==> src/core/pot_map.svh <==
`ifndef POT_MAP_SVH
`define POT_MAP_SVH

// Register addresses on the command port
`define WIPER_ADDR      4'h0
`define TERMINAL_CONNECT_REG_ADDR       4'h4

// Wiper codes, 8-bit resolution
`define WIPER_MID       8'h7F
`define WIPER_MAX       8'hFF
`define WIPER_MIN       8'h00

// Terminal-connect register
`define TERMINAL_CONNECT_REG_RESET      8'hFF
`define TERMINAL_CONNECT_REG_RSVD       4'hF
`define TERMINAL_CONNECT_REG_SOFT_BIT   3
`define TERMINAL_CONNECT_REG_A_BIT      2
`define TERMINAL_CONNECT_REG_W_BIT      1
`define TERMINAL_CONNECT_REG_B_BIT      0

// Terminal states as {a_connect, w_connect, b_connect, wb_short}
`define TERM_SHUTDOWN   4'h7
`define TERM_BROWNOUT   4'hE

// Synchroniser reset values {digital_full, analog_good, gate_n, shutdown_n}
`define PIN_SYNC_RESET  4'h3

`endif

==> src/core/pot_pkg.sv <==
package pot_pkg;

	typedef struct packed {
		logic [3:0] reserved;
		logic       soft_shutdown_n;
		logic       term_a_connect;
		logic       wiper_connect;
		logic       term_b_connect;
	} terminal_connect_reg_t;

	typedef struct packed {
		logic a_connect;
		logic w_connect;
		logic b_connect;
		logic wb_short;
	} term_state_t;

	typedef struct packed {
		logic [3:0] addr;
		logic [7:0] wdata;
		logic       wr;
		logic       rd;
		logic       inc;
		logic       dec;
	} bus_req_t;

	typedef enum logic [1:0] {
		PWR_DOWN     = 2'b00,
		PWR_MARGINAL = 2'b01,
		PWR_FULL     = 2'b10
	} power_state_t;

endpackage

==> src/core/pot_terminal_wiper_control.sv <==
// Overview of operation
// - Digital supply low: ignore all commands, terminals forced to brown-out state.
// - Digital supply rising: wiper and terminal-connect registers load defaults.
// - Wiper default is mid-scale code.
// - Analog good, digital bad: wiper at mid-scale; both good: follows register.
// - Commands accepted only when digital supply is at full operating level.
// - Hardware shutdown opens terminal A and connects wiper to terminal B.
// - Hardware shutdown overrides connect bits without altering them.
// - Hardware shutdown leaves wiper register untouched; wiper returns afterwards.
// - Serial interface stays active during hardware shutdown.
// - Connect settings never change wiper or restrict access.
// - Connect register has A, wiper, B connect bits and software shutdown bit.
// - Software shutdown masks but retains the per-terminal connect bits.
// - Latch gate high blocks wiper transfer; low allows it continuously.
// - Blocked transfers still allow register updates; gate affects nothing else.
// - Wiper never receives a partially loaded value.
// - After power-on or brown-out the connect register reads all ones.
// - Bit 3 software shutdown, bit 2 A, bit 1 wiper, bit 0 B.
// - Upper four connect register bits are reserved, read one, not writable.
`timescale 1ns/1ps
`include "pot_map.svh"
module pot_terminal_wiper_control
	import pot_pkg::*;
(
	// Clock and reset
	input  wire logic         core_clk,
	input  wire logic         rst_n,
	// Supply indications, asynchronous
	input  wire logic         digital_supply_good,
	input  wire logic         digital_supply_full,
	input  wire logic         analog_supply_good,
	// Control pins, asynchronous
	input  wire logic         hw_shutdown_n,
	input  wire logic         wiper_update_gate_n,
	// Command port
	input  bus_req_t          bus_req,
	output logic       [7:0]  reg_rdata,
	output logic              cmd_error,
	// Analog network controls
	output logic       [7:0]  wiper_code,
	output term_state_t       terminals
);

	function automatic logic is_wiper(input logic [3:0] addr);
		is_wiper = (addr == `WIPER_ADDR);
	endfunction

	function automatic logic is_terminal_connect_reg(input logic [3:0] addr);
		is_terminal_connect_reg = (addr == `TERMINAL_CONNECT_REG_ADDR);
	endfunction

	// Reset: asserted at once by either source, released in step with the clock
	logic       dig_rst_n;
	logic [1:0] rst_sync;
	logic       core_rst_n;

	assign dig_rst_n = rst_n & digital_supply_good;

	always_ff @(posedge core_clk or negedge dig_rst_n) begin
		if (!dig_rst_n) begin
			rst_sync <= 2'b00;
		end else begin
			rst_sync <= {rst_sync[0], 1'b1};
		end
	end

	assign core_rst_n = rst_sync[1];

	// Pin synchronisers
	logic [3:0] pins_s;
	logic       hw_sd_n_s;
	logic       gate_n_s;
	logic       analog_good_s;
	logic       digital_full_s;

	pin_sync #(
		.WIDTH     (4),
		.RESET_VAL (`PIN_SYNC_RESET)
	) u_pin_sync (
		.core_clk (core_clk),
		.rst_n    (core_rst_n),
		.async_in ({digital_supply_full, analog_supply_good,
		            wiper_update_gate_n, hw_shutdown_n}),
		.sync_out (pins_s)
	);

	assign hw_sd_n_s      = pins_s[0];
	assign gate_n_s       = pins_s[1];
	assign analog_good_s  = pins_s[2];
	assign digital_full_s = pins_s[3];

	// Power state: acceptance of commands
	power_state_t pwr;
	power_state_t next_pwr;
	logic         accept;

	always_comb begin
		case (pwr)
			PWR_DOWN:     next_pwr = digital_full_s ? PWR_FULL : PWR_MARGINAL;
			PWR_MARGINAL: next_pwr = digital_full_s ? PWR_FULL : PWR_MARGINAL;
			PWR_FULL:     next_pwr = digital_full_s ? PWR_FULL : PWR_MARGINAL;
			default:      next_pwr = PWR_DOWN;
		endcase
	end

	always_ff @(posedge core_clk or negedge core_rst_n) begin
		if (!core_rst_n) begin
			pwr <= PWR_DOWN;
		end else begin
			pwr <= next_pwr;
		end
	end

	// Below full level the command port is simply deaf; acceptance there is not promised
	assign accept = (pwr == PWR_FULL);

	// Registers; shutdown sources never enter these equations
	logic [7:0] wiper_reg;
	logic [7:0] next_wiper_reg;
	terminal_connect_reg_t      terminal_connect_reg;
	terminal_connect_reg_t      next_terminal_connect_reg;
	logic [7:0] next_rdata;
	logic       next_cmd_error;
	logic       wr_ok;
	logic       rd_ok;

	always_comb begin
		next_wiper_reg = wiper_reg;
		next_terminal_connect_reg      = terminal_connect_reg;
		next_rdata     = 8'h00;
		next_cmd_error = 1'b0;
		wr_ok          = accept & bus_req.wr;
		rd_ok          = accept & bus_req.rd;
		if (wr_ok) begin
			if (is_wiper(bus_req.addr)) begin
				next_wiper_reg = bus_req.wdata;
			end else if (is_terminal_connect_reg(bus_req.addr)) begin
				next_terminal_connect_reg.soft_shutdown_n = bus_req.wdata[`TERMINAL_CONNECT_REG_SOFT_BIT];
				next_terminal_connect_reg.term_a_connect  = bus_req.wdata[`TERMINAL_CONNECT_REG_A_BIT];
				next_terminal_connect_reg.wiper_connect   = bus_req.wdata[`TERMINAL_CONNECT_REG_W_BIT];
				next_terminal_connect_reg.term_b_connect  = bus_req.wdata[`TERMINAL_CONNECT_REG_B_BIT];
			end else begin
				next_cmd_error = 1'b1;
			end
		end
		if (accept && (bus_req.inc || bus_req.dec)) begin
			// Steps exist only for the wiper and saturate at the ends
			if (!is_wiper(bus_req.addr)) begin
				next_cmd_error = 1'b1;
			end else if (bus_req.inc && wiper_reg != `WIPER_MAX) begin
				next_wiper_reg = wiper_reg + 8'h01;
			end else if (bus_req.dec && wiper_reg != `WIPER_MIN) begin
				next_wiper_reg = wiper_reg - 8'h01;
			end
		end
		if (rd_ok) begin
			if (is_wiper(bus_req.addr)) begin
				next_rdata = wiper_reg;
			end else if (is_terminal_connect_reg(bus_req.addr)) begin
				next_rdata = terminal_connect_reg;
			end else begin
				next_cmd_error = 1'b1;
			end
		end
		next_terminal_connect_reg.reserved = `TERMINAL_CONNECT_REG_RSVD;
	end

	always_ff @(posedge core_clk or negedge core_rst_n) begin
		if (!core_rst_n) begin
			wiper_reg <= `WIPER_MID;
			terminal_connect_reg      <= terminal_connect_reg_t'(`TERMINAL_CONNECT_REG_RESET);
			reg_rdata <= 8'h00;
			cmd_error <= 1'b0;
		end else begin
			wiper_reg <= next_wiper_reg;
			terminal_connect_reg      <= next_terminal_connect_reg;
			reg_rdata <= next_rdata;
			cmd_error <= next_cmd_error;
		end
	end

	// Wiper output: takes only committed register values, so a write in flight never leaks
	logic [7:0] next_wiper_code;

	always_comb begin
		next_wiper_code = wiper_code;
		if (!analog_good_s) begin
			next_wiper_code = `WIPER_MID;
		end else if (!gate_n_s) begin
			next_wiper_code = wiper_reg;
		end
	end

	// Reset holds mid-scale whenever digital supply is bad
	always_ff @(posedge core_clk or negedge core_rst_n) begin
		if (!core_rst_n) begin
			wiper_code <= `WIPER_MID;
		end else begin
			wiper_code <= next_wiper_code;
		end
	end

	// Terminal connections
	term_state_t next_terminals;

	terminal_resolve u_terminal_resolve (
		.hw_shutdown_n (hw_sd_n_s),
		.terminal_connect_reg          (terminal_connect_reg),
		.terminals     (next_terminals)
	);

	always_ff @(posedge core_clk or negedge core_rst_n) begin
		if (!core_rst_n) begin
			terminals <= term_state_t'(`TERM_BROWNOUT);
		end else begin
			terminals <= next_terminals;
		end
	end
endmodule

==> src/core/pin_sync.sv <==
`timescale 1ns/1ps
module pin_sync #(
	parameter int         WIDTH     = 4,
	parameter logic [3:0] RESET_VAL = 4'h0
) (
	// Clock and reset
	input  wire logic             core_clk,
	input  wire logic             rst_n,
	// Asynchronous pins and their synchronised copies
	input  wire logic [WIDTH-1:0] async_in,
	output logic      [WIDTH-1:0] sync_out
);

	logic [WIDTH-1:0] stage1;

	// Only the second stage is read outside this module
	always_ff @(posedge core_clk or negedge rst_n) begin
		if (!rst_n) begin
			stage1   <= RESET_VAL[WIDTH-1:0];
			sync_out <= RESET_VAL[WIDTH-1:0];
		end else begin
			stage1   <= async_in;
			sync_out <= stage1;
		end
	end

endmodule

==> src/core/terminal_resolve.sv <==
`timescale 1ns/1ps
`include "pot_map.svh"
module terminal_resolve
	import pot_pkg::*;
(
	// Shutdown sources and stored connect bits
	input  wire logic        hw_shutdown_n,
	input  terminal_connect_reg_t            terminal_connect_reg,
	// Resolved terminal connections
	output term_state_t      terminals
);

	// Either shutdown source wins; the stored bits are only masked, never changed
	always_comb begin
		if (!hw_shutdown_n || !terminal_connect_reg.soft_shutdown_n) begin
			terminals = term_state_t'(`TERM_SHUTDOWN);
		end else begin
			terminals.a_connect = terminal_connect_reg.term_a_connect;
			terminals.w_connect = terminal_connect_reg.wiper_connect;
			terminals.b_connect = terminal_connect_reg.term_b_connect;
			terminals.wb_short  = 1'b0;
		end
	end

endmodule

==> config.mk <==
export PLATFORM = sky130hd
export DESIGN_NAME = pot_terminal_wiper_control
export DESIGN_NICKNAME = d
export VERILOG_FILES = /design/src/core/pot_pkg.sv /design/src/core/pot_terminal_wiper_control.sv /design/src/core/pin_sync.sv /design/src/core/terminal_resolve.sv
export VERILOG_INCLUDE_DIRS = /design/src /design/src/core
export SDC_FILE = /design/constraint.sdc
export NUM_CORES = 1
export LEC_CHECK = 0
export BUFFER_PORTS_ARGS = -buffer_cell sky130_fd_sc_hd__buf_2
export CORE_ASPECT_RATIO = 0.75
export CORE_UTILIZATION = 61
export CTS_BUF_LIST = sky130_fd_sc_hd__clkbuf_4 sky130_fd_sc_hd__clkbuf_8
export DETAILED_ROUTE_END_ITERATION = 10
export HOLD_SLACK_MARGIN = 0.02
export PLACE_DENSITY = 0.87
export SYNTH_ARGS = -nofsm -noshare
export SYNTH_HDL_FRONTEND = slang
export SYNTH_SLANG_ARGS = --single-unit
==> constraint.sdc <==
create_clock -name core_clk -period 3.6 [get_ports core_clk]
set_input_delay 0.72 -clock core_clk [delete_from_list [all_inputs] [get_ports core_clk]]
set_output_delay 0.72 -clock core_clk [all_outputs]
set_load 0.05 [all_outputs]
# Word-level counts from Yosys, hierarchy flattened
# Cells that the tools add are included.
# totals
regBits	45
latch_bits	0
mem_bits_rw	0
romBits	0
in_bits	23
word_cells	61
n_memories	0
# op_classes
n_addsub	2
mul	0
n_div	0
order_cmp	0
n_eq_ne	5
shifts	0
muxes	22
n_bitwise	4
n_reduce_logical	12
# op_table
operator	n
$mux W8	11
$add A8 B1 Y8 const B	1
$mux W1	8
$ne A8 B8 Y1 const B	1
$reduce_bool A8 Y1	1
$sub A8 B1 Y8 const B	1
$eq A4 B3 Y1 const B	1
$logic_not A4 Y1	1
$mux W2	2
$mux W4	1
$and A1 B1 Y1	3
$logic_and A1 B1 Y1	3
$reduce_and A3 Y1	1
$reduce_or A3 Y1	1
$eq A2 B1 Y1 const B	1
$eq A2 B2 Y1 const B	1
$logic_not A1 Y1	2
$logic_not A2 Y1	1
$logic_or A1 B1 Y1	2
$ne A2 B2 Y1 const B	1
$not A1 Y1	1

# Logic depth before layout (Yosys ltp)
# depth
word_depth	9
ltp_mapped	8
mapped_depth_nobuf	7

# By module
# Synthesis repeated with hierarchy kept, for this count alone.
# hier_totals
hier_cells	187
area_unflattened_um2	2124.5
# modules_own_cells
mod	n_inst	cells_per_inst	area_per_inst_um2	seq_area_each_um2
pot_terminal_wiper_control	1	175	1894.3	952.2
pin_sync	1	8	205.2	205.2
terminal_resolve	1	4	25.0	0.0

# Least setup slack after synthesis
# No wires, ideal clock.
# synth_path
path_type	register to register
startpoint	register wiper_reg[0]
endpoint	register wiper_reg[0]
t_arrival_ps	1957
required_ps	3521
slack_ps	1565
path_stages_with_launch	9
path_buffers	1
synth_period_minus_slack_ps	2035
path_cell_list	dfstp_2 > clkbuf_1 > inv_1 > ha_1 > or4b_4 > o21ai_2 > a21oi_1 > a311o_1 > o211a_1
# synth_between
elab_chain_cells	6
elab_cells_between_ends	12
# synth_lines
item	line_no	source
start, declared	pot_terminal_wiper_control.sv:118	logic [7:0] wiper_reg;
start signal, assigned	pot_terminal_wiper_control.sv:170	wiper_reg <= `WIPER_MID;
start signal, assigned	pot_terminal_wiper_control.sv:175	wiper_reg <= next_wiper_reg;
branches (longest 5 deep; another with $sub A8 B1 Y8)	--	
$mux W8 (*)	pot_terminal_wiper_control.sv:146	if (accept && (bus_req.inc || bus_req.dec)) begin
via next_wiper_reg[0]	pot_terminal_wiper_control.sv:119	logic [7:0] next_wiper_reg;
# Mark *: on every way through the listed nets, which the timed path passes.
# A chain may end at the register's enable or synchronous reset.

# Worst setup path in the final report
# layout_path
startpoint	register wiper_reg[0]
endpoint	register wiper_reg[3]
# layout_between
elab_chain_cells	6
elab_cells_between_ends	10
# layout_lines
item	line_no	source
branches (longest 3 deep; another with $sub A8 B1 Y8)	--	
$mux W8 (*)	pot_terminal_wiper_control.sv:150	end else if (bus_req.inc && wiper_reg != `WIPER_MAX) begin
$mux W8 (*)	pot_terminal_wiper_control.sv:148	if (!is_wiper(bus_req.addr)) begin
$mux W8 (*)	pot_terminal_wiper_control.sv:146	
via next_wiper_reg[3]	pot_terminal_wiper_control.sv:119	
# Marks and branches as above.

==> results.md <==
- The run finished with clean final reports.
- The count of antenna diodes in the layout is 0.
- The clock slew at the register clock pins of the worst setup and hold paths is 0.08 ns.
- The total via count after detailed routing is 1665.
- The number of input and output port buffers inserted is 43.
- The worst hold-check slack is 0.196 ns.
- For this run, the detailed router's first-pass iteration total came to 5.
- Synthesis handed over a netlist of around 200 instances.
- The count of fill cells added during filler insertion is between 200 and 250.
- The synthesis-stage register bit count is 45.
- TritonCTS built the clock tree.
- STA classifies the critical path startpoint as a flip-flop.
- Hold repair after CTS inserted 0 buffers.
- The synthesis-to-finish area growth is 13.2%.
- The floorplan has 18 rows.
- The reported max-cap violation count is 0.
- The register area is 0.00116 sq mm.
- The path class of the tightest hold or removal check is reg -> async.
- Setup repair after global routing left no endpoint under its margin.
- At the end of routability-driven placement, the weighted congestion stood at approximately 0.9.
- The core region is approximately 0.0034 sq mm.
- In this run the top signal layer used is met4.
- Before CTS, the worst setup slack after placement is between 1 and 1.5 ns.
- The required time at the endpoint of the critical path is 3.82 ns.
- After detailed routing, the wire length on met1 is 2000 microns.
- Walking the worst path, the cells encountered are ha_1 > nand4_1 > o21ai_4 > mux2_2 > a22oi_1 > o221ai_1.
- The number of ports placed on the die boundary is 44.
- The count of nets left with antenna violations once routing finished came out at 0.
- The total global routing track utilization is 0.252.
- The number of antenna violations at the first check in global routing is 0.
- Setup violations remaining at the end of the flow were counted as 0.
- The cell area reported after detailed placement is 0.00240 sq mm.
- The yosys synthesis warning count is 0.
- The launching instance or port of the critical path is wiper_reg[0].
- The root buffer cell is sky130_fd_sc_hd__clkbuf_8.
- The net count of the finished layout is 261.
- Of the post-synthesis cell area, the dominant cell type holds 0.298.
- The actual transition at the worst max-transition pin is 0.501 ns.
- The highest cell delay on the worst timing path is 0.64 ns.
- The number of pins exceeding their max-slew limit in the final report is 0.
- Entering global routing, the biggest net connects 32 pins.
- On the critical path, the stage with the largest delay is an instance of sky130_fd_sc_hd__dfstp_2.
- The number of enable-type register cells in the synthesized netlist is 0.
- In the synthesized netlist the async set-or-reset flop fraction comes to 1.00.
- The average vias per placed instance is ~6.0.
- The element type at the critical path end is a flip-flop.
- The violation count after the first detailed-route iteration is 176.
- The library cells used most frequently in the layout, excluding fill and tap cells, are sky130_fd_sc_hd__buf_2 (43), sky130_fd_sc_hd__dfstp_2 (25), sky130_fd_sc_hd__dfrtp_1 (20), sky130_fd_sc_hd__nand2_1 (19), sky130_fd_sc_hd__nor2_1 (17).
- The startpoint of the worst-slack reg-to-reg timing path is wiper_reg[0].
- For the worst-skew pair, the clock arrives at the later sink with an insertion delay of 0.30 ns.
- The final cell utilization of the core is 0.739.
- The number of clock sinks is 45.
- The maximum achievable frequency is 0.439 GHz.
- Leaving out filler cells and counting taps, the final layout contains 276.
- In this run the vertical extent of the chip is approximately 54 microns.
- The number of hold-slack violations in the final timing report came to 0.
- The total wirelength of the detailed-routed design is 4350 microns.
- By area the synthesized netlist is led by sky130_fd_sc_hd__dfstp_2 (30%), sky130_fd_sc_hd__dfrtp_1 (23%), sky130_fd_sc_hd__mux2i_1 (6.4%).
- Counting distinct cell types in the post-synthesis netlist gives 50.
- The via count of the first global-routing pass came to 1500.
- Summed over all failing endpoints, the final setup total negative slack is 0 ns.
- The static leakage power is 1.11 nW.
- Among all flip-flop cells after synthesis, the most frequent one is sky130_fd_sc_hd__dfstp_2.
- Summed over all nets, wire length on met3 after detailed routing comes to 321 microns.
- The worst-case reg-to-reg path depth is 6.
- The clock skew after layout is 0.00254 ns.
- In this run the number of H-tree levels came out at 2.
- The design draws ~1.3 mW.
- The endpoint arrival time on the critical path is 2.50 ns.
- The fraction of final layout cells sized beyond drive strength 1 is 0.390.
- In the detailed route, the total length drawn on met2 is 1930 microns.
- Of the available clock period, the critical path in the final layout requires 0.633.
- The type of the setup path with the least slack is reg -> reg.
- After layout, the worst setup slack is about 1.3 ns.
- For this design the ratio of total power to cell area is 528 mW/mm^2.
- The estimated wirelength of the detail-placed design is 3200 microns.
- sky130_fd_sc_hd__dfstp_2 takes more of the synthesized area than any other cell.
- The final non-filler cell area is 0.00250 sq mm.
- The library cell used most frequently in the layout, excluding fill and tap cells, is sky130_fd_sc_hd__buf_2.
- In this run the tightest slew margin relative to its limit is 0.665.
- The starting utilization of the core area is 0.653.
- The largest fanout on the critical path is 13.
- The per-instance average area after synthesis is 11.1 sq um.
- The width of the die is 71.4 microns.
- The worst path needs 2.28 ns of the cycle, external delays included.
- Across the VDD grid, the largest voltage drop is 0.360 mV.
- The longest clock path from root to sink contains 2 buffers.
- After detailed routing, the average wire length per cell comes to about 16 microns.
- After detailed placement, the design holds a cell count of around 270.
- After clock tree synthesis, the repair step resized 0 gates.
- Summing all multi-input logic gate instances after layout gives 953 sq um.
- The global-route wire length before repair is 7090 microns.
- For this run, the register share of the synthesized area comes to 0.525.
- TritonCTS created 5 clock buffers.
- Once the clock tree was built, the setup fixing pass inserted 0 buffers.
- The mapped netlist covers between 0.002 and 0.0025 sq mm.
- The total overflow reported by the global router is 0.
- The overall die area is 0.00386 sq mm.
- The post-detailed-route DRC marker count is 0.
- The post-synth net total is 224.
report_power, final:
part,switching (mW),internal (mW)
logic,0.194,0.136
registers,0.0785,0.583
clock network,0.164,0.163
total,0.436,0.882
final timing paths:
| path | to | slack [ns] |
|---|---|---|
| worst max register to register | wiper_reg[3] | 1.32 |
| min in group core_clk | u_pin_sync.sync_out[0] | 0.36 |
| worst min register to register | u_pin_sync.stage1[2] | 0.20 |
| max in group asynchronous | wiper_reg[1] | 2.62 |
| worst min-delay path | u_pin_sync.stage1[2] | 0.20 |
| worst max-delay path | wiper_reg[3] | 1.32 |
routing by layer:
layer,global-route usage,vias up
li1,-,788
met1,0.355,789
met2,0.379,77
met3,0.0581,11
met4,0.110,0
met5,0,-
kinds of logic (layout without fill, tap and decap cells):
kind of cell | Yosys count | count (layout) | synth area share
flops | 45 | 45 | 0.525
compound gates | 42 | 42 | 0.147
xor+xnor | 7 | 7 | 0.0278
simple gates | 63 | 63 | 0.149
mux | 19 | 19 | 0.0890
buf+inv | 18 | 56 | 0.0431
fa+ha+maj | 3 | 3 | 0.0170
other cells | 1 | 1 | 0.00170
layout make-up:
class,count,area share
sequential,45,0.464
multi-input combinational,135,0.382
timing repair buffer,44,0.0892
clock buffer,7,0.0361
tap,40,0.0201
inverter,4,0.00602
clock inverter,1,0.00301
Yosys cell counts, types with 2 or more instances:
library cell	n
sky130_fd_sc_hd__a21oi_1	4
sky130_fd_sc_hd__a22oi_1	6
sky130_fd_sc_hd__and2_1	3
sky130_fd_sc_hd__and3_1	3
sky130_fd_sc_hd__buf_2	7
sky130_fd_sc_hd__buf_6	2
sky130_fd_sc_hd__clkbuf_1	3
sky130_fd_sc_hd__dfrtp_1	20
sky130_fd_sc_hd__dfstp_2	25
sky130_fd_sc_hd__ha_1	3
sky130_fd_sc_hd__inv_1	4
sky130_fd_sc_hd__mux2_2	5
sky130_fd_sc_hd__mux2i_1	14
sky130_fd_sc_hd__nand2_1	19
sky130_fd_sc_hd__nand3_1	3
sky130_fd_sc_hd__nand4_1	5
sky130_fd_sc_hd__nor2_1	17
sky130_fd_sc_hd__nor2b_1	2
sky130_fd_sc_hd__nor3_1	3
sky130_fd_sc_hd__o211ai_1	6
sky130_fd_sc_hd__o21a_1	2
sky130_fd_sc_hd__o21ai_0	3
sky130_fd_sc_hd__o22ai_1	6
sky130_fd_sc_hd__or2_2	2
sky130_fd_sc_hd__xnor2_1	4
sky130_fd_sc_hd__xor2_1	3
worst max-delay path, delay by kind of cell, from the launching register on:
| kind | cells | cell delay, ns |
|---|---|---|
| AOI/OAI and AO/OA | 3 | 0.68 |
| and+or+nand+nor | 1 | 0.23 |
| adders and majority gates | 1 | 0.27 |
| DFF | 1 | 0.64 |
| muxes | 1 | 0.38 |
Note: power is estimated with default switching activity, not from simulation.
